[config.mk]
export PLATFORM = sky130hd
export DESIGN_NAME = edi_debug_port
export DESIGN_NICKNAME = d
export VERILOG_FILES = /design/src/edi_pkg.sv /design/src/edi_debug_port.sv
export SDC_FILE = /design/constraint.sdc
export NUM_CORES = 1
export LEC_CHECK = 0
export BUFFER_PORTS_ARGS = -buffer_cell sky130_fd_sc_hd__buf_2
export CAP_MARGIN = 20
export CORE_MARGIN = 1
export CORE_UTILIZATION = 35
export CTS_CLUSTER_DIAMETER = 150
export CTS_CLUSTER_SIZE = 10
export DETAILED_ROUTE_END_ITERATION = 7
export SETUP_SLACK_MARGIN = 0.1
export SYNTH_ARGS = -nofsm -noshare
export SYNTH_HDL_FRONTEND = slang
export SYNTH_SLANG_ARGS = --single-unit
[constraint.sdc]
create_clock -name aclk -period 3.4 [get_ports aclk]
set_input_delay 0.68 -clock aclk [delete_from_list [all_inputs] [get_ports aclk]]
set_output_delay 0.68 -clock aclk [all_outputs]
set_load 0.005 [all_outputs]
[src/edi_pkg.sv]
package edi_pkg;

    // ****************************************
    // address map
    // ****************************************
    localparam int AREA_BIT = 12;
    localparam logic [12:0] OFF_RX_DATA = 13'h0080;
    localparam logic [12:0] OFF_STAT = 13'h0088;
    localparam logic [12:0] OFF_TX_DATA = 13'h008c;
    localparam logic [12:0] OFF_RUN_CTRL = 13'h0090;
    localparam logic [12:0] OFF_ROM_BASE = 13'h00a0;
    localparam logic [12:0] OFF_SELF_OFFSET = 13'h00a4;
    localparam logic [12:0] OFF_AUTH_STATUS = 13'h0fb8;
    localparam logic [12:0] OFF_PERF_CYCLES = 13'h107c;
    localparam logic [12:0] OFF_PERF_CTRL = 13'h1e04;

    // ****************************************
    // field positions and codes
    // ****************************************
    localparam int STAT_RX_FULL = 30;
    localparam int STAT_TX_FULL = 29;
    localparam int STAT_SEC_NONINV_OFF = 17;
    localparam int STAT_SEC_INV_OFF = 16;
    localparam int STAT_HALT_MODE = 14;
    localparam int STAT_FORCE_ACK = 10;
    localparam int STAT_METHOD = 2;
    localparam int STAT_HALTED = 0;
    localparam int AUTH_SOURCE = 8;
    localparam logic [3:0] METHOD_EXT_HALT = 4'h4;
    localparam logic [1:0] RESP_OKAY = 2'h0;
    localparam logic [1:0] RESP_SLVERR = 2'h2;
    // synchronised pin vector and permission vector positions
    localparam int PIN_SPI = 0;
    localparam int PIN_INV = 1;
    localparam int PIN_SPNI = 2;
    localparam int PIN_NI = 3;
    localparam int PIN_HALT = 4;
    localparam int PERM_NS_NONINV = 0;
    localparam int PERM_NS_INV = 1;
    localparam int PERM_SEC_NONINV = 2;
    localparam int PERM_SEC_INV = 3;

    // ****************************************
    // types
    // ****************************************
    typedef enum logic [3:0] {REG_NONE, REG_RX_DATA, REG_STAT, REG_TX_DATA, REG_RUN_CTRL,
        REG_ROM_BASE, REG_SELF_OFFSET, REG_AUTH, REG_PERF_CYCLES, REG_PERF_CTRL} edi_reg_t;
    typedef enum logic [1:0] {PH_RUN, PH_DRAIN, PH_HALTED} edi_phase_t;

    typedef struct packed {
        logic psel;
        logic penable;
        logic pwrite;
        logic access_source_flag;
        logic [12:0] debug_port_address;
        logic [31:0] pwdata;
    } edi_apb_req_t;

    typedef struct packed {
        logic pready;
        logic pslverr;
        logic [31:0] prdata;
    } edi_apb_rsp_t;

    typedef struct packed {
        logic awvalid;
        logic [12:0] awaddr;
        logic wvalid;
        logic [31:0] wdata;
        logic [3:0] wstrb;
        logic bready;
        logic arvalid;
        logic [12:0] araddr;
        logic rready;
    } edi_axi_req_t;

    typedef struct packed {
        logic awready;
        logic wready;
        logic bvalid;
        logic [1:0] bresp;
        logic arready;
        logic rvalid;
        logic [31:0] rdata;
        logic [1:0] rresp;
    } edi_axi_rsp_t;

    typedef struct packed {
        logic [4:0] pin_s1;
        logic [4:0] pin_s2;
        logic [19:0] rom_s1;
        logic [19:0] rom_s2;
        logic [19:0] self_s1;
        logic [19:0] self_s2;
        logic [3:0] perm;
        edi_phase_t phase;
        logic force_ack;
        logic [1:0] halt_mode;
        logic [3:0] method;
        logic rx_full;
        logic tx_free;
        logic [31:0] rx_data;
        logic [31:0] tx_data;
        logic perf_en;
        logic [31:0] cycles;
        logic last_src;
        logic halt_ack;
        logic done;
        logic aw_held;
        logic w_held;
        logic ar_held;
        logic [12:0] awaddr;
        logic [31:0] wdata;
        logic [3:0] wstrb;
        logic [12:0] araddr;
        edi_apb_rsp_t apb;
        edi_axi_rsp_t axi;
    } edi_state_t;

    localparam edi_state_t STATE_RESET = '{phase: PH_RUN, tx_free: 1'b1, default: '0};

endpackage

[src/edi_debug_port.sv]
// Behaviour
// - debug slave port: 32-bit data, word address bits 12:2, stalls and aborts
// - address bit 12 low selects the debug register area
// - address bit 12 high selects the performance-monitor area
// - requester supplies access source flag with every transfer
// - secure invasive needs both enables; non-secure invasive needs invasive enable
// - non-invasive permitted by either enable; secure also needs a secure enable
// - invasive enable low: halt mode reads 00, halt requests ignored
// - detected enable combination visible in status bits and authentication register
// - external halt request enters debug state with entry method 0100
// - acknowledge high in debug state or while force acknowledge bit set
// - entry complete only after barrier and all earlier memory accesses finish
// - receive pending equals receive full flag, cleared by processor read
// - transmit free equals inverted transmit full flag, cleared by processor write
// - processor reaches same registers by loads and stores on its memory bus
// - outstanding asynchronous aborts recognised before debug state
//
// Implementation choices: the register offsets and the AXI4-Lite interface to the registers.
module edi_debug_port (
    // clock and reset
    input wire logic aclk,
    input wire logic aresetn,
    // debug apb slave port
    input wire edi_pkg::edi_apb_req_t apb_req,
    output edi_pkg::edi_apb_rsp_t apb_rsp,
    // processor memory-bus slave, axi4-lite
    input wire edi_pkg::edi_axi_req_t axi_req,
    output edi_pkg::edi_axi_rsp_t axi_rsp,
    // authentication pins
    input wire logic secure_invasive_enable,
    input wire logic invasive_enable,
    input wire logic secure_noninvasive_enable,
    input wire logic noninvasive_enable,
    // halt handshake and core status
    input wire logic external_halt_request,
    input wire logic core_mem_idle,
    input wire logic async_abort_pending,
    output logic halt_acknowledge,
    output logic entry_complete,
    // comms channel
    output logic comms_receive_pending,
    output logic comms_transmit_free,
    // system address straps
    input wire logic [19:0] rom_table_base,
    input wire logic [19:0] self_offset
);

    edi_pkg::edi_state_t s;
    edi_pkg::edi_state_t n;
    logic apb_go;
    logic axi_wr_go;
    logic axi_rd_go;
    logic acc_on;
    logic acc_wr;
    logic acc_dbg;
    logic acc_err;
    logic [12:0] acc_addr;
    logic [31:0] acc_wdata;
    logic [31:0] acc_mask;
    logic [31:0] acc_rdata;
    logic [31:0] wval;
    edi_pkg::edi_reg_t acc_rid;

    // ****************************************
    // helpers
    // ****************************************
    function automatic edi_pkg::edi_reg_t decode(input logic [12:0] a);
        edi_pkg::edi_reg_t r;
        r = edi_pkg::REG_NONE;
        unique case ({a[12:2], 2'b00})
            edi_pkg::OFF_RX_DATA: r = edi_pkg::REG_RX_DATA;
            edi_pkg::OFF_STAT: r = edi_pkg::REG_STAT;
            edi_pkg::OFF_TX_DATA: r = edi_pkg::REG_TX_DATA;
            edi_pkg::OFF_RUN_CTRL: r = edi_pkg::REG_RUN_CTRL;
            edi_pkg::OFF_ROM_BASE: r = edi_pkg::REG_ROM_BASE;
            edi_pkg::OFF_SELF_OFFSET: r = edi_pkg::REG_SELF_OFFSET;
            edi_pkg::OFF_AUTH_STATUS: r = edi_pkg::REG_AUTH;
            edi_pkg::OFF_PERF_CYCLES: r = edi_pkg::REG_PERF_CYCLES;
            edi_pkg::OFF_PERF_CTRL: r = edi_pkg::REG_PERF_CTRL;
            default: r = edi_pkg::REG_NONE;
        endcase
        return r;
    endfunction

    function automatic logic [3:0] permissions(input logic [3:0] p);
        logic [3:0] q;
        q = '0;
        q[edi_pkg::PERM_NS_INV] = p[edi_pkg::PIN_INV];
        q[edi_pkg::PERM_SEC_INV] = p[edi_pkg::PIN_INV] & p[edi_pkg::PIN_SPI];
        q[edi_pkg::PERM_NS_NONINV] = p[edi_pkg::PIN_NI] | p[edi_pkg::PIN_INV];
        q[edi_pkg::PERM_SEC_NONINV] = q[edi_pkg::PERM_NS_NONINV]
            & (p[edi_pkg::PIN_SPI] | p[edi_pkg::PIN_SPNI]);
        return q;
    endfunction

    function automatic logic [31:0] read_word(input edi_pkg::edi_state_t c,
                                              input edi_pkg::edi_reg_t r);
        logic [31:0] v;
        v = '0;
        unique case (r)
            edi_pkg::REG_RX_DATA: v = c.rx_data;
            edi_pkg::REG_TX_DATA: v = c.tx_data;
            edi_pkg::REG_STAT:
            begin
                v[edi_pkg::STAT_RX_FULL] = c.rx_full;
                v[edi_pkg::STAT_TX_FULL] = ~c.tx_free;
                v[edi_pkg::STAT_SEC_NONINV_OFF] = ~c.perm[edi_pkg::PERM_SEC_NONINV];
                v[edi_pkg::STAT_SEC_INV_OFF] = ~c.perm[edi_pkg::PERM_SEC_INV];
                // mode bits read as zero while invasive debug is off
                v[edi_pkg::STAT_HALT_MODE +: 2] = c.halt_mode
                    & {2{c.pin_s2[edi_pkg::PIN_INV]}};
                v[edi_pkg::STAT_FORCE_ACK] = c.force_ack;
                v[edi_pkg::STAT_METHOD +: 4] = c.method;
                v[edi_pkg::STAT_HALTED] = (c.phase == edi_pkg::PH_HALTED);
            end
            edi_pkg::REG_ROM_BASE: v = {c.rom_s2, 12'h000};
            edi_pkg::REG_SELF_OFFSET: v = {c.self_s2, 12'h000};
            edi_pkg::REG_AUTH: v = {23'h000000, c.last_src, 4'h0, c.perm};
            edi_pkg::REG_PERF_CYCLES: v = c.cycles;
            edi_pkg::REG_PERF_CTRL: v = {31'h00000000, c.perf_en};
            default: v = '0;
        endcase
        return v;
    endfunction

    // ****************************************
    // next state
    // ****************************************
    always_comb
    begin
        n = s;
        n.pin_s1 = {external_halt_request, noninvasive_enable, secure_noninvasive_enable,
            invasive_enable, secure_invasive_enable};
        n.pin_s2 = s.pin_s1;
        n.rom_s1 = rom_table_base;
        n.rom_s2 = s.rom_s1;
        n.self_s1 = self_offset;
        n.self_s2 = s.self_s1;
        n.perm = permissions(s.pin_s2[3:0]);

        // counters only run where non-invasive observation is allowed
        if (s.perf_en && s.perm[edi_pkg::PERM_NS_NONINV])
        begin
            n.cycles = s.cycles + 32'h00000001;
        end

        // apb: one wait state, then a one-cycle pready
        apb_go = apb_req.psel & apb_req.penable & ~s.apb.pready;
        n.apb.pready = apb_go;
        n.apb.pslverr = 1'b0;

        // axi4-lite channels, address and data taken in either order
        if (s.axi.bvalid && axi_req.bready)
        begin
            n.axi.bvalid = 1'b0;
        end
        if (s.axi.rvalid && axi_req.rready)
        begin
            n.axi.rvalid = 1'b0;
            n.ar_held = 1'b0;
        end
        if (axi_req.awvalid && s.axi.awready)
        begin
            n.aw_held = 1'b1;
            n.awaddr = axi_req.awaddr;
        end
        if (axi_req.wvalid && s.axi.wready)
        begin
            n.w_held = 1'b1;
            n.wdata = axi_req.wdata;
            n.wstrb = axi_req.wstrb;
        end
        if (axi_req.arvalid && s.axi.arready)
        begin
            n.ar_held = 1'b1;
            n.araddr = axi_req.araddr;
        end

        // one register access per cycle, the debug port has priority
        axi_wr_go = ~apb_go & s.aw_held & s.w_held & ~s.axi.bvalid;
        axi_rd_go = ~apb_go & ~axi_wr_go & s.ar_held & ~s.axi.rvalid;
        acc_on = apb_go | axi_wr_go | axi_rd_go;
        acc_dbg = apb_go;
        acc_wr = apb_go ? apb_req.pwrite : axi_wr_go;
        acc_addr = apb_go ? apb_req.debug_port_address : (axi_wr_go ? s.awaddr : s.araddr);
        acc_wdata = apb_go ? apb_req.pwdata : s.wdata;
        acc_mask = apb_go ? 32'hffffffff : {{8{s.wstrb[3]}}, {8{s.wstrb[2]}},
            {8{s.wstrb[1]}}, {8{s.wstrb[0]}}};
        acc_rid = decode(acc_addr);
        acc_err = acc_on & (acc_rid == edi_pkg::REG_NONE);
        acc_rdata = read_word(s, acc_rid);
        wval = (acc_rdata & ~acc_mask) | (acc_wdata & acc_mask);

        if (apb_go)
        begin
            n.last_src = apb_req.access_source_flag;
        end

        if (acc_on && acc_wr && !acc_err)
        begin
            unique case (acc_rid)
                edi_pkg::REG_RX_DATA:
                    if (acc_dbg)
                    begin
                        n.rx_data = wval;
                        n.rx_full = 1'b1;
                    end
                edi_pkg::REG_TX_DATA:
                    if (!acc_dbg)
                    begin
                        n.tx_data = wval;
                        n.tx_free = 1'b0;
                    end
                edi_pkg::REG_STAT:
                begin
                    n.force_ack = wval[edi_pkg::STAT_FORCE_ACK];
                    n.halt_mode = wval[edi_pkg::STAT_HALT_MODE +: 2];
                end
                edi_pkg::REG_RUN_CTRL:
                    if (wval[0] && s.phase == edi_pkg::PH_HALTED)
                    begin
                        n.phase = edi_pkg::PH_RUN;
                        n.done = 1'b0;
                    end
                edi_pkg::REG_PERF_CYCLES: n.cycles = wval;
                edi_pkg::REG_PERF_CTRL: n.perf_en = wval[0];
                default:
                begin
                end
            endcase
        end
        else if (acc_on && !acc_wr && !acc_err)
        begin
            // a read by the far side of the channel empties it
            if (acc_rid == edi_pkg::REG_RX_DATA && !acc_dbg)
            begin
                n.rx_full = 1'b0;
            end
            if (acc_rid == edi_pkg::REG_TX_DATA && acc_dbg)
            begin
                n.tx_free = 1'b1;
            end
        end

        if (apb_go)
        begin
            n.apb.prdata = acc_wr ? 32'h00000000 : acc_rdata;
            n.apb.pslverr = acc_err;
        end
        if (axi_wr_go)
        begin
            n.axi.bvalid = 1'b1;
            n.axi.bresp = acc_err ? edi_pkg::RESP_SLVERR : edi_pkg::RESP_OKAY;
            n.aw_held = 1'b0;
            n.w_held = 1'b0;
        end
        if (axi_rd_go)
        begin
            n.axi.rvalid = 1'b1;
            n.axi.rdata = acc_rdata;
            n.axi.rresp = acc_err ? edi_pkg::RESP_SLVERR : edi_pkg::RESP_OKAY;
        end
        n.axi.awready = ~n.aw_held;
        n.axi.wready = ~n.w_held;
        n.axi.arready = ~n.ar_held;

        // halt entry; the request is trusted to stay up until acknowledged
        unique case (s.phase)
            edi_pkg::PH_RUN:
                if (s.pin_s2[edi_pkg::PIN_HALT] && s.pin_s2[edi_pkg::PIN_INV])
                begin
                    n.phase = edi_pkg::PH_DRAIN;
                end
            edi_pkg::PH_DRAIN:
                if (!s.pin_s2[edi_pkg::PIN_INV])
                begin
                    n.phase = edi_pkg::PH_RUN;
                end
                else if (core_mem_idle && !async_abort_pending)
                begin
                    n.phase = edi_pkg::PH_HALTED;
                    n.method = edi_pkg::METHOD_EXT_HALT;
                    n.done = 1'b1;
                end
            edi_pkg::PH_HALTED:
            begin
            end
        endcase
        n.halt_ack = (n.phase == edi_pkg::PH_HALTED) | n.force_ack;
    end

    always_ff @(posedge aclk)
    begin
        if (!aresetn)
        begin
            s <= edi_pkg::STATE_RESET;
        end
        else
        begin
            s <= n;
        end
    end

    assign apb_rsp = s.apb;
    assign axi_rsp = s.axi;
    assign halt_acknowledge = s.halt_ack;
    assign entry_complete = s.done;
    assign comms_receive_pending = s.rx_full;
    assign comms_transmit_free = s.tx_free;
endmodule

### Word-level counts from Yosys, hierarchy flattened

Cells that the tools add are included.

| storage, ports and cells | value |
|---|---|
| output and inout port bits | 79 |
| ROM bits | 0 |
| bits in writable memories | 0 |
| bits in latches | 0 |
| memories | 0 |
| flip-flop bits (word level) | 342 |

| operators by class | value |
|---|---|
| multiply operators | 0 |
| shift operators | 0 |
| muxes and demuxes | 52 |
| equal/unequal tests | 25 |
| reduce and logical (&&, ||, !) cells | 34 |
| divide/modulo/power cells | 0 |
| add/sub/neg operators | 1 |
| magnitude comparators | 0 |
| bitwise logic cells | 32 |

Operator list:

| kind | count |
|---|---|
| two-way mux 32 bit | 6 |
| equality test 11 x 6 -> 1 bit (second input constant) | 6 |
| AND 32 bit | 2 |
| one-hot mux 11 bit (5 select lines) | 1 |
| one-hot mux 4 bit (9 select lines) | 1 |
| two-way mux 35 bit | 1 |
| adder 32 x 1 -> 32 bit (second input constant) | 1 |
| inverter 32 bit | 1 |
| OR 32 bit | 1 |
| two-way mux 13 bit | 2 |
| one-hot mux 4 bit (6 select lines) | 1 |
| equality test 11 bit (second input constant) | 2 |
| one-hot mux 4 bit (5 select lines) | 1 |
| two-way mux 1 bit | 19 |
| two-way mux 2 bit | 9 |
| equality test 4 x 3 -> 1 bit (second input constant) | 4 |
| one-hot mux 4 bit (4 select lines) | 1 |
| logical AND 1 bit | 15 |
| one-hot mux 3 bit (5 select lines) | 1 |
| one-hot mux 2 bit (6 select lines) | 1 |
| AND 1 bit | 11 |
| equality test 11 x 10 -> 1 bit (second input constant) | 1 |
| inverter 1 bit | 11 |
| nonzero test 2 bit | 5 |
| other kinds (21) | 40 |

### Longest topological paths before layout

Gate-level depths: netlist of run 1.

| depth | value |
|---|---|
| word-level depth | 23 |
| mapped depth | 15 |

### Worst setup path before layout of run 1

No wires, ideal clock.

| timing | value |
|---|---|
| path type | input to register |
| from | input port apb_req[47] (netlist name) |
| to | register s, in the netlist halt_acknowledge |
| path slack | 0.028 ns |
| buffers on the path | 2 |
| required time | 3.280 ns |
| stages on the path | 12 |
| arrival | 3.252 ns |
| cells stage by stage | and3b_1 buf_6 buf_6 a211o_1 and2_1 nand4_1 nor2_1 or3_1 or4_1 a2111oi_2 nor3_1 or2_1 |

| between the ends | value |
|---|---|
| word-level cells in the longest chain between the ends | 23 |
| elaborated cells between the ends (all ways) | 56 |

Ends and longest elaborated chain:

| what | line | text |
|---|---|---|
| start, declared | edi_debug_port.sv:24 | `input wire edi_pkg::edi_apb_req_t apb_req,` |
| AND 1 bit * (2 in a row) | edi_debug_port.sv:148 | `apb_go = apb_req.psel & apb_req.penable & ~s.apb.pready;` |
| inverter 1 bit (no source line) | - |  |
| AND 1 bit (3 in a row) | edi_debug_port.sv:180 | `axi_wr_go = ~apb_go & s.aw_held & s.w_held & ~s.axi.bvalid;` |
| two-way mux 13 bit (2 in a row) | edi_debug_port.sv:185 | `acc_addr = apb_go ? apb_req.debug_port_address : (axi_wr_go ? s.awaddr : s.araddr);` |
| equality test 11 bit, or another cell as far along | edi_debug_port.sv:70 | `unique case ({a[12:2], 2'b00})` |
| one-hot mux 4 bit (9 select lines) | edi_debug_port.sv:70 |  |
| equality test 4 bit, or another cell as far along | edi_debug_port.sv:100 | `unique case (r)` |
| one-hot mux 1 bit (6 select lines) | edi_debug_port.sv:100 |  |
| [3 not listed] | - |  |
| two-way mux 2 bit | edi_debug_port.sv:220 | `if (wval[0] && s.phase == edi_pkg::PH_HALTED)` |
| two-way mux 2 bit | edi_debug_port.sv:201 | `unique case (acc_rid)` |
| two-way mux 5 bit * | edi_debug_port.sv:199 | `if (acc_on && acc_wr && !acc_err)` |
| two-way mux 2 bit | edi_debug_port.sv:279 | `else if (core_mem_idle && !async_abort_pending)` |
| two-way mux 2 bit | edi_debug_port.sv:275 | `if (!s.pin_s2[edi_pkg::PIN_INV])` |
| one-hot mux 2 bit (2 select lines) | edi_debug_port.sv:268 | `unique case (s.phase)` |
| equality test 2 bit | edi_debug_port.sv:289 | `n.halt_ack = (n.phase == edi_pkg::PH_HALTED) \| n.force_ack;` |
| OR 1 bit * | edi_debug_port.sv:289 |  |
| end signal, assigned | edi_debug_port.sv:296 | `s <= edi_pkg::STATE_RESET;` |
| end signal, assigned | edi_debug_port.sv:300 | `s <= n;` |
| end, declared | edi_debug_port.sv:48 | `edi_pkg::edi_state_t s;` |

Every way passes the cells marked *; elsewhere a longest branch is shown, timed or not.
A chain may end at the register's enable or synchronous reset.

### Worst setup path after layout of run 1

| timing | value |
|---|---|
| from | register s, in the netlist apb_rsp[33] |
| to | register s[172] (netlist name) |

| between the ends | value |
|---|---|
| word-level cells in the longest chain between the ends | 16 |
| elaborated cells between the ends (all ways) | 45 |

Ends and longest elaborated chain:

| what | line | text |
|---|---|---|
| inverter 1 bit * | edi_debug_port.sv:148 |  |
| AND 1 bit * | edi_debug_port.sv:148 |  |
| inverter 1 bit (no source line) | - |  |
| AND 1 bit (3 in a row) | edi_debug_port.sv:180 |  |
| two-way mux 13 bit (2 in a row) | edi_debug_port.sv:185 |  |
| equality test 11 bit, or another cell as far along | edi_debug_port.sv:70 |  |
| one-hot mux 4 bit (9 select lines) | edi_debug_port.sv:70 |  |
| equality test 4 bit, or another cell as far along | edi_debug_port.sv:100, edi_debug_port.sv:201 |  |
| one-hot mux 2 bit (6 select lines) | edi_debug_port.sv:100 |  |
| AND 32 bit | edi_debug_port.sv:192 | `wval = (acc_rdata & ~acc_mask) \| (acc_wdata & acc_mask);` |
| OR 32 bit | edi_debug_port.sv:192 |  |
| two-way mux 32 bit | edi_debug_port.sv:201 |  |
| two-way mux 32 bit * | edi_debug_port.sv:199 |  |

Marked as above.

==> results of run 1 <==
-- cell type report --
| type | instances | area [sq um] | share of cell area [%] |
|---|---|---|---|
| clock buffers | 40 | 1000 | 5.63 |
| repair buffers | 379 | 2420 | 13.6 |
| well taps | 532 | 666 | 3.75 |
| inverters | 15 | 58.8 | 0.331 |
| clock inverters | 3 | 55.1 | 0.310 |
| diodes | 4 | 10.0 | 0.0563 |
| flip-flops and latches | 336 | 6740 | 37.9 |
| multi-input cells | 1194 | 6820 | 38.4 |
-- per-stage QoR --
stage                     worst slack, ns  cell area (sq um)
after global routing               0.0795              17800
after detailed placement           -0.263              16500
after CTS                           0.135              17600
after floorplan                    0.0555              14500
after global placement             -0.284              16500
final                               0.155              17800
-- kinds of logic after synthesis --
logic type	synth area share [%]
buffers and inverters	7.51
and+or+nand+nor	24.3
AOI/OAI and AO/OA	19.4
adders and majority gates	0.0866
xor gates and xnor gates	1.64
muxes	0.485
DFF	46.6
other	0.0260
-- repair_timing --
| action | in CTS | in global routing |
|---|---|---|
| gates cloned | 0 | 2 |
| pin swaps | 0 | 3 |
| setup endpoints to repair | 20 | 82 |
| gates resized for setup | 3 | 24 |
| setup buffers | 0 | 6 |
-- Yosys cell counts (12+ instances only) --
cell type / count / area, sq um
sky130_fd_sc_hd__a211o_1: 12 / 105
sky130_fd_sc_hd__a211oi_1: 13 / 97.6
sky130_fd_sc_hd__a21oi_1: 180 / 901
sky130_fd_sc_hd__a222oi_1: 19 / 190
sky130_fd_sc_hd__a22oi_1: 16 / 120
sky130_fd_sc_hd__and2_1: 123 / 769
sky130_fd_sc_hd__and3_1: 24 / 150
sky130_fd_sc_hd__buf_2: 15 / 75.1
sky130_fd_sc_hd__buf_4: 78 / 586
sky130_fd_sc_hd__clkbuf_1: 87 / 327
sky130_fd_sc_hd__dfxtp_1: 336 / 6730
sky130_fd_sc_hd__inv_1: 12 / 45.0
sky130_fd_sc_hd__nand2_1: 340 / 1280
sky130_fd_sc_hd__nand2b_1: 23 / 144
sky130_fd_sc_hd__nand3_1: 33 / 165
sky130_fd_sc_hd__nor2_1: 106 / 398
sky130_fd_sc_hd__nor3_1: 19 / 95.1
sky130_fd_sc_hd__o211ai_1: 14 / 105
sky130_fd_sc_hd__o21a_1: 13 / 97.6
sky130_fd_sc_hd__o21ai_0: 61 / 305
sky130_fd_sc_hd__o311ai_0: 17 / 149
sky130_fd_sc_hd__xnor2_1: 13 / 114
sky130_fd_sc_hd__xor2_1: 14 / 123
-- final timing paths --
path                                           to  slack, ns  depth (start not counted)
worst min register to register  s[306]$_SDFF_PN0_       0.41                          1
worst max-delay path            s[172]$_SDFF_PN0_       0.16                         11
worst min-delay path            n[305]$_SDFF_PN0_       0.32                          2
worst max register to register  s[172]$_SDFF_PN0_       0.16                         11
-- placed cells by master, fill, tap and decap left out, types with 16 or more instances in the layout --
master / n
sky130_fd_sc_hd__and3_1: 23
sky130_fd_sc_hd__nor3_1: 19
sky130_fd_sc_hd__nand3_1: 33
sky130_fd_sc_hd__a222oi_1: 19
sky130_fd_sc_hd__clkbuf_16: 40
sky130_fd_sc_hd__nor2_1: 105
sky130_fd_sc_hd__nand2b_1: 23
sky130_fd_sc_hd__nand2_1: 340
sky130_fd_sc_hd__buf_2: 234
sky130_fd_sc_hd__buf_4: 132
sky130_fd_sc_hd__o21ai_0: 60
sky130_fd_sc_hd__a22oi_1: 16
sky130_fd_sc_hd__o311ai_0: 17
sky130_fd_sc_hd__a21oi_1: 179
sky130_fd_sc_hd__and2_1: 123
sky130_fd_sc_hd__dfxtp_1: 332
-- sequential cells by signal (all words and copies together), names as in the netlist --
signal	flops
apb_rsp	34
entry_complete	1
s	213
axi_rsp	39
n	46
comms_transmit_free	1
comms_receive_pending	1
halt_acknowledge	1
-- power by group through the flow --
stage                     Clock (mW)  Combinational [mW]  Sequential (mW)
after global placement             0               0.652             4.20
after detailed placement           0               0.660             4.20
after global routing            3.99               0.749             4.12
final                           3.73               0.684             4.11
after floorplan                    0               0.384             4.17
after CTS                       3.84               0.664             4.11
-- worst max-delay path, stage by stage, from the launching register on --
cell and delay (ns):
sky130_fd_sc_hd__dfxtp_2 0.36, sky130_fd_sc_hd__and3b_4 0.26, sky130_fd_sc_hd__buf_4 0.15, sky130_fd_sc_hd__a211oi_2 0.26, sky130_fd_sc_hd__o211a_2 0.27, sky130_fd_sc_hd__and4_1 0.30, sky130_fd_sc_hd__nand2_2 0.13, sky130_fd_sc_hd__or4_4 0.47
sky130_fd_sc_hd__buf_4 0.17, sky130_fd_sc_hd__o2111a_1 0.34, sky130_fd_sc_hd__a211o_1 0.33, sky130_fd_sc_hd__a21oi_1 0.12
-- per-layer routing --
metal,vias to the layer above,track usage (%),part of all wire (%)
met2,470,38.0,47
met1,6325,28.5,42
li1,6367,-,-
met5,-,0,0.062
met4,4,8.76,3.3
met3,102,4.95,7.1
==> results.yml, run 1 <==
sta:
  fin_worst_skew_ns: 0.0298
  achievable-frequency_ghz: 0.308
  slew-limit-headroom_pct: 35.8
  unrepaired_setup_endpoints_after_global_routing: "yes"
  worst_hold_slack_ns: 0.322
  final.period_utilization_pct: 95.4
  timing_max_transition_violations_final: 0
  timing.setup.tns_ns: 0
  finalWorstPathRequiredPeriod_ns: 3.24
  final-hold-violation-count: 0
  final_setup_violations: 0
  worst_pin_slew_ns: 0.964
setup_path:
  timing.critical_path.from_type: "register"
  worstSetupStartpoint: "apb_rsp[33]$_SDFF_PN0_"
  r2r-start: "apb_rsp[33]$_SDFF_PN0_"
  worst-path-max-fanout: 6
  timing_worst_setup_path_type: "reg -> reg"
  critical_path.endpoint_type: "register"
  worst-endpoint-required_ns: 3.88
  arrival_ns: 3.72
min_path:
  min-delay-start: "rom_table_base[10]"
  min-delay-path-class: "in -> reg"
clock_network:
  cts_hold_buffers: 0
  tritoncts.num_buffers: 39
  clockBufferDepth: 3
  h-tree-depth: 2
  tritoncts: "done"
  clk_transition_reported_paths_ns: 0.05
  clock_latency_ns: 0.57
  cts_root_buf: "sky130_fd_sc_hd__clkbuf_16"
  cts.sink_count: 336
synth:
  synth.lib_cells_used.distinct: 82
  yosys_most_used_dff: "sky130_fd_sc_hd__dfxtp_1"
  ys_async_sr_fraction_pct: 0
  yosys_warnings: 0
  synth_cells: 1729
  synth_area_per_cell_sq_um: 8.35
  synth-edff-count: 0
  synth.ff_latch_count: 336
  yosysSeqAreaShare_pct: 46.6
  post_synth_instance_area_sq_mm: 0.0144
power:
  pwr-share-clk_pct: 43.7
  power_frac_seq_pct: 48.3
  worst_ir_drop_vdd_v: 0.000298
  static-leakage-power_nw: 7.15
  power.switching_fraction_pct: 24.0
  p_int_mw: 6.48
  power.net_switching_mw: 2.05
  report.power.total_mw: 8.52
  power_frac_comb_pct: 8.0
  powerDensity_mw_per_mm2: 480
placement:
  half_perimeter_wire_length_of_the_detailed_placement_result_um: 35000
  globalplace.congestion: 0.940
  io_buffer_count: 235
  placed_cells: 2448
drt:
  drt_iter0_markers: 1241
  vias_per_cell: 5.30
  routed_via_count: 13300
  detailedRoute.firstPassIterationCount: 6
  drc_violations: 0
  totalWireLength_um: 48700
  detail_route.wl_per_cell_um: 19.5
  final_antenna_net_count: 0
floorplan:
  core_region_area_sq_mm: 0.0407
  initial_core_util_pct: 35.5
  dieHeight_um: 205
  floorplan.rows: 74
  design.die.area_sq_mm: 0.0421
  die_width_um: 205
  io_pins: 244
global_routing:
  globalRoute.totalOverflow: 0
  total_track_usage_pct: 22.8
  grt_antenna_before_repair: 6
  grt_max_degree: 95
  grt_first_pass_wirelength_um: 73100
  via_count_of_the_first_global_routing_pass: 12800
finish:
  fillers: 4096
  layout.nets: 2131
  drive_gt1_share_pct: 23.9
  final_core_util_pct: 43.6
  finalNonFillerCells: 2503
  synthToLayoutAreaGrowth_pct: 23.0
outcome:
  outcome: "complete, no violations"
job:
  drv.max_cap_violation_count: 0
No activity file was read; power rests on OpenSTA's default activity.
==> inputs of run 2 (changes only) <==
--- a/config.mk
+++ b/config.mk
@@ -12,6 +12,7 @@
 export CTS_CLUSTER_DIAMETER = 150
 export CTS_CLUSTER_SIZE = 10
 export DETAILED_ROUTE_END_ITERATION = 7
+export RECOVER_POWER = 25
 export SETUP_SLACK_MARGIN = 0.1
 export SYNTH_ARGS = -nofsm -noshare
 export SYNTH_HDL_FRONTEND = slang
==> results.yml, run 2 (same netlist as run 1, synthesis figures left out) <==
outcome:
  outcome: "finished, violations left"
  failed_checks: "max-capacitance violations, max-slew violations"
sta:
  final_setup_violations: 0
  final-hold-violation-count: 0
  timing_max_transition_violations_final: 216
  finalWorstPathRequiredPeriod_ns: 3.27
  timing.setup.tns_ns: 0
  unrepaired_setup_endpoints_after_global_routing: "yes"
  post_route_worst_setup_slack_ns: 0.133
  worst_pin_slew_ns: 2.41
  slew-limit-headroom_pct: -60.7
  achievable-frequency_ghz: 0.306
  worst_hold_slack_ns: 0.323
  fin_worst_skew_ns: 0.0313
  final.period_utilization_pct: 96.1
finish:
  synthToLayoutAreaGrowth_pct: 22.7
  stdcell_area_sq_mm: 0.0177
  largest_reg_flops: 213
  most_common_library_cell_in_the_layout_ignoring_fill_and_taps: "sky130_fd_sc_hd__nand2_1"
  fillers: 4103
  register_name_with_the_most_flops: "s"
  drive_gt1_share_pct: 23.7
  finalNonFillerCells: 2503
  top_library_cells_by_usage_in_the_layout_fill_and_taps_aside: "sky130_fd_sc_hd__nand2_1 (340), sky130_fd_sc_hd__dfxtp_1 (332), sky130_fd_sc_hd__buf_2 (234)"
  final_core_util_pct: 43.5
  layout.nets: 2131
min_path:
  hold_path_cell_cnt: 2
  min-delay-path-class: "in -> reg"
power:
  power_frac_seq_pct: 48.3
  p_int_mw: 6.47
  power.switching_fraction_pct: 24.1
  power_frac_comb_pct: 8.0
  report.power.total_mw: 8.52
  static-leakage-power_nw: 7.10
  pwr-share-clk_pct: 43.8
  worst_ir_drop_vdd_v: 0.000297
  powerDensity_mw_per_mm2: 481
  power.net_switching_mw: 2.05
floorplan:
  die_width_um: 205
  floorplan.rows: 74
  initial_core_util_pct: 35.5
  io_pins: 244
  design.die.area_sq_mm: 0.0421
  dieHeight_um: 205
  core_region_area_sq_mm: 0.0407
drt:
  routed_via_count: 13300
  detailroute.wirelength.met2_um: 23100
  detail_route.wl_per_cell_um: 19.5
  final_antenna_net_count: 0
  vias_per_cell: 5.32
  dr.max_layer_used: "met5"
  drc_violations: 0
  sum_of_met3_wire_segment_lengths_after_detailed_routing_um: 3410
  route.layer.met1.wl_um: 20700
  detailedRoute.firstPassIterationCount: 7
  drt_iter0_markers: 1251
  totalWireLength_um: 48800
setup_path:
  critical_path.endpoint_type: "register"
  arrival_ns: 3.77
  worst-endpoint-required_ns: 3.90
  timing_worst_setup_path_type: "reg -> reg"
  worstSetupStartpoint: "apb_rsp[33]$_SDFF_PN0_"
  timing.critical_path.from_type: "register"
  r2r-end: "s[201]$_SDFFE_PN0P_"
  worst-path-max-fanout: 9
  worst_r2r_path_depth: 12
  r2r-start: "apb_rsp[33]$_SDFF_PN0_"
  critPathCapture: "s[201]$_SDFFE_PN0P_"
  ff2ff_setup_slack_ns: 0.13
global_routing:
  grt_first_pass_wirelength_um: 73100
  via_count_of_the_first_global_routing_pass: 12800
  grt_antenna_before_repair: 6
  total_track_usage_pct: 22.8
  globalRoute.totalOverflow: 0
  grt_max_degree: 95
placement:
  place_worst_setup_slack_ns: -0.263
  globalplace.congestion: 0.940
  half_perimeter_wire_length_of_the_detailed_placement_result_um: 35000
  total_placed_instance_area_sq_mm: 0.0165
  io_buffer_count: 235
  placed_cells: 2448
job:
  drv.max_cap_violation_count: 3
clock_network:
  tritoncts: "done"
  h-tree-depth: 2
  cts_hold_buffers: 0
  clk_transition_reported_paths_ns: 0.05
  tritoncts.num_buffers: 39
  cts.sink_count: 336
  clockBufferDepth: 3
  cts_root_buf: "sky130_fd_sc_hd__clkbuf_16"
  clock_latency_ns: 0.57
## run 2: cell count changes in the layout (fill, tap and decap cells not counted)
cell	change
sky130_fd_sc_hd__and2_1	-45
sky130_fd_sc_hd__inv_4	-1
sky130_fd_sc_hd__buf_4	-2
sky130_fd_sc_hd__buf_12	-2
sky130_fd_sc_hd__and2_0	+45
sky130_fd_sc_hd__clkbuf_1	+3
sky130_fd_sc_hd__clkbuf_2	+1
sky130_fd_sc_hd__inv_1	+1
## run 2: what timing repair did
item	4_1_cts	5_1_grt
setup buffers	0	6
pin swaps	0	3
resized for setup	3	24
gates cloned	0	2
setup endpoints to repair	20	82
## run 2: how the worst min path moves through the flow
stage	start	slack [ns]	endpoint
after floorplan	n[336]$_SDFF_PN0_	0.41	n[252]$_SDFF_PN0_
after global placement	n[339]$_SDFF_PN0_	0.42	s[339]$_SDFF_PN0_
after detailed placement	n[303]$_SDFF_PN0_	0.42	s[303]$_SDFF_PN0_
after CTS	rom_table_base[10]	0.30	n[305]$_SDFF_PN0_
after global routing	rom_table_base[9]	0.31	n[304]$_SDFF_PN0_
final	rom_table_base[9]	0.32	n[304]$_SDFF_PN0_
## run 2: worst max-delay path, cell delays in order, from the launching register on
cell and delay [ns]:
sky130_fd_sc_hd__dfxtp_2 0.35, sky130_fd_sc_hd__and3b_4 0.25, sky130_fd_sc_hd__buf_4 0.15, sky130_fd_sc_hd__a211oi_2 0.26, sky130_fd_sc_hd__o211a_2 0.27, sky130_fd_sc_hd__nand4_2 0.20, sky130_fd_sc_hd__buf_4 0.24, sky130_fd_sc_hd__nor3_4 0.27
sky130_fd_sc_hd__buf_4 0.22, sky130_fd_sc_hd__a222oi_1 0.15, sky130_fd_sc_hd__and3_1 0.23, sky130_fd_sc_hd__a2111oi_0 0.45, sky130_fd_sc_hd__a31o_2 0.17
## run 2: cell type report
| cell class | count | area (sq um) | share of cell area [%] |
|---|---|---|---|
| diodes | 4 | 10.0 | 0.0565 |
| clock inverters | 3 | 55.1 | 0.311 |
| multi-input cells | 1194 | 6820 | 38.4 |
| clock buffers | 40 | 1000 | 5.65 |
| inverters | 15 | 56.3 | 0.318 |
| well taps | 532 | 666 | 3.76 |
| repair buffers | 379 | 2380 | 13.4 |
| flip-flops and latches | 336 | 6740 | 38.0 |
## run 2: per-layer routing
metal,track usage (%),up-vias
li1,-,6361
met1,28.5,6388
met2,38.0,455
met3,4.95,96
met4,8.76,4
met5,0,-
## run 2: power groups by stage
stage	clock [mW]	combinational, mW	sequential [mW]
global route	3.99	0.742	4.12
detailed placement	0	0.660	4.20
CTS	3.84	0.664	4.11
finish	3.73	0.678	4.11
global placement	0	0.652	4.20
floorplan	0	0.384	4.17
==> inputs of run 3 (changes only) <==
--- a/config.mk
+++ b/config.mk
@@ -5,9 +5,10 @@
 export SDC_FILE = /design/constraint.sdc
 export NUM_CORES = 1
 export LEC_CHECK = 0
+export ABC_AREA = 1
 export BUFFER_PORTS_ARGS = -buffer_cell sky130_fd_sc_hd__buf_2
 export CAP_MARGIN = 20
-export CORE_MARGIN = 1
+export CORE_MARGIN = 2
 export CORE_UTILIZATION = 35
 export CTS_CLUSTER_DIAMETER = 150
 export CTS_CLUSTER_SIZE = 10
==> results.yml, run 3 <==
outcome:
  outcome: "finished, violations left"
  failed_checks: "max-capacitance violations, max-slew violations"
drt:
  detailroute.wirelength.met2_um: 23100
  detail_route.wl_per_cell_um: 16.7
  vias_per_cell: 4.78
  detailedRoute.firstPassIterationCount: 6
  sum_of_met3_wire_segment_lengths_after_detailed_routing_um: 2850
  totalWireLength_um: 50000
  route.layer.met1.wl_um: 22400
  drt_iter0_markers: 1020
  dr.max_layer_used: "met5"
  final_antenna_net_count: 0
  drc_violations: 0
  routed_via_count: 14300
sta:
  final.period_utilization_pct: 89.9
  unrepaired_setup_endpoints_after_global_routing: "yes"
  fin_worst_skew_ns: 0.0227
  final-hold-violation-count: 0
  finalWorstPathRequiredPeriod_ns: 3.06
  final_setup_violations: 0
  slew-limit-headroom_pct: -25.7
  worst_pin_slew_ns: 1.89
  timing_max_transition_violations_final: 152
  achievable-frequency_ghz: 0.327
  post_route_worst_setup_slack_ns: 0.342
global_routing:
  total_track_usage_pct: 22.1
  grt_first_pass_wirelength_um: 75900
  via_count_of_the_first_global_routing_pass: 13400
  grt_antenna_before_repair: 3
  globalRoute.totalOverflow: 0
  grt_max_degree: 104
placement:
  half_perimeter_wire_length_of_the_detailed_placement_result_um: 37000
  place_worst_setup_slack_ns: -0.115
  globalplace.congestion: 0.941
  placed_cells: 2949
  io_buffer_count: 235
job:
  drv.max_cap_violation_count: 3
setup_path:
  timing.critical_path.from_type: "register"
  worst-path-max-fanout: 14
  worst-endpoint-required_ns: 3.86
  critical_path.endpoint_type: "register"
  arrival_ns: 3.52
  timing_worst_setup_path_type: "reg -> reg"
power:
  powerDensity_mw_per_mm2: 472
  worst_ir_drop_vdd_v: 0.000330
  static-leakage-power_nw: 9.10
synth:
  yosys_warnings: 0
  ys_async_sr_fraction_pct: 0
  synth-edff-count: 0
  yosys_most_used_dff: "sky130_fd_sc_hd__dfxtp_1"
  netlist.top_cell.by_area: "sky130_fd_sc_hd__dfxtp_1"
  synth.ff_latch_count: 336
  synth.lib_cells_used.distinct: 45
  synth_area_per_cell_sq_um: 7.00
  synth_most_common_cell: "sky130_fd_sc_hd__nand2_1"
  synth_top_area_share_pct: 44.2
  synth_cells: 2175
  netlist_top_cells_area: "sky130_fd_sc_hd__dfxtp_1 (44%), sky130_fd_sc_hd__nand2_1 (10%), sky130_fd_sc_hd__nor2_1 (8.4%)"
  yosysSeqAreaShare_pct: 44.2
  synth_commonest_cells: "sky130_fd_sc_hd__nand2_1 (407), sky130_fd_sc_hd__nor2_1 (339), sky130_fd_sc_hd__dfxtp_1 (336)"
  post_synth_instance_area_sq_mm: 0.0152
finish:
  most_common_library_cell_in_the_layout_ignoring_fill_and_taps: "sky130_fd_sc_hd__nand2_1"
  final_core_util_pct: 42.8
  layout.nets: 2579
  drive_gt1_share_pct: 20.2
  largest_reg_flops: 213
  top_library_cells_by_usage_in_the_layout_fill_and_taps_aside: "sky130_fd_sc_hd__nand2_1 (407), sky130_fd_sc_hd__nor2_1 (337), sky130_fd_sc_hd__dfxtp_1 (333)"
  register_name_with_the_most_flops: "s"
  synthToLayoutAreaGrowth_pct: 20.9
  fillers: 4546
  antenna_cells: 0
  finalNonFillerCells: 3000
floorplan:
  die_width_um: 213
  io_pins: 244
  design.die.area_sq_mm: 0.0452
  floorplan.rows: 76
  initial_core_util_pct: 35.4
  core_region_area_sq_mm: 0.0430
  dieHeight_um: 213
clock_network:
  clk_transition_reported_paths_ns: 0.06
  h-tree-depth: 2
  clockBufferDepth: 3
  cts_root_buf: "sky130_fd_sc_hd__clkbuf_16"
  tritoncts.num_buffers: 39
  tritoncts: "done"
  cts.sink_count: 336
  clock_latency_ns: 0.57
  cts_hold_buffers: 0
min_path:
  min-delay-path-class: "in -> reg"
==> run 3: metrics by stage <==
| step | TNS (ns) | hold WS (ns) | area, sq um | total power, mW |
|---|---|---|---|---|
| 4_1_cts | 0 | 0.265 | 18300 | 8.81 |
| 6_report | 0 | 0.298 | 18400 | 8.68 |
| 5_1_grt | 0 | 0.278 | 18400 | 9.06 |
| 3_3_place_gp | -4.83 | 0.401 | 17300 | 5.02 |
| 3_5_place_dp | -4.51 | 0.397 | 17300 | 5.03 |
| 2_1_floorplan | 0 | 0.390 | 15200 | 4.69 |
==> run 3: path summary, 6_finish.rpt <==
check / endpoint / slack (ns) / start / cells past startpoint
worst min-delay path: n[303]$_SDFF_PN0_ / 0.30 / rom_table_base[8] / 3
worst max register to register: s[216]$_SDFFE_PN0P_ / 0.34 / apb_rsp[33]$_SDFF_PN0_ / 22
worst max-delay path: s[216]$_SDFFE_PN0P_ / 0.34 / apb_rsp[33]$_SDFF_PN0_ / 22
worst min register to register: s[267]$_SDFF_PN0_ / 0.41 / n[267]$_SDFF_PN0_ / 2
==> run 3: where the power goes <==
part	switching (mW)	internal, mW	total, mW
Sequential	0.0742	4.08	4.16
Combinational	0.495	0.295	0.790
Clock	1.61	2.12	3.74
Total	2.18	6.50	8.68
==> run 3: kinds of logic after synthesis <==
logic type | count (synthesis) | share of synthesized area (%)
DFF | 336 | 44.2
and+or+nand+nor | 917 | 25.8
other | 1 | 0.0246
buffers and inverters | 495 | 14.5
xor gates and xnor gates | 24 | 1.38
adders and majority gates | 1 | 0.0822
AOI/OAI and AO/OA | 401 | 14.1
==> run 3: repair_timing <==
action                     CTS  global route
buffers inserted             0             6
gates resized for setup      0            10
setup endpoints to repair    0           156
==> run 3: area by class of cell <==
type	instances	area (sq um)	area share, %
clock buffers	39	976	5.30
clock inverters	4	78.8	0.428
inverters	316	1190	6.45
multi-input cells	1347	6340	34.5
flip-flops and latches	336	6730	36.6
well taps	585	732	3.98
repair buffers	373	2350	12.8
==> run 3: layer usage <==
metal / global-route usage, % / up-vias
met1: 29.0 / 6610
met4: 7.57 / 2
li1: - / 7218
met2: 36.7 / 420
met5: 0 / -
met3: 3.63 / 79
==> run 3: worst max-delay path: stages (launching register included) <==
cell and delay, ns:
sky130_fd_sc_hd__dfxtp_2 0.35, sky130_fd_sc_hd__inv_2 0.07, sky130_fd_sc_hd__nand3_4 0.18, sky130_fd_sc_hd__buf_4 0.21, sky130_fd_sc_hd__nand3b_1 0.07, sky130_fd_sc_hd__nand3_1 0.19
sky130_fd_sc_hd__buf_4 0.21, sky130_fd_sc_hd__nand2_1 0.06, sky130_fd_sc_hd__nor2_1 0.04, sky130_fd_sc_hd__nand4_1 0.12, sky130_fd_sc_hd__inv_2 0.05, sky130_fd_sc_hd__nor2_1 0.10
sky130_fd_sc_hd__nand2_2 0.11, sky130_fd_sc_hd__nand3_4 0.09, sky130_fd_sc_hd__buf_4 0.19, sky130_fd_sc_hd__o22ai_1 0.08, sky130_fd_sc_hd__a21oi_1 0.23, sky130_fd_sc_hd__buf_4 0.17
sky130_fd_sc_hd__nand2_1 0.11, sky130_fd_sc_hd__nand2_1 0.13, sky130_fd_sc_hd__nand3_1 0.08, sky130_fd_sc_hd__nand2_1 0.09, sky130_fd_sc_hd__inv_1 0.03
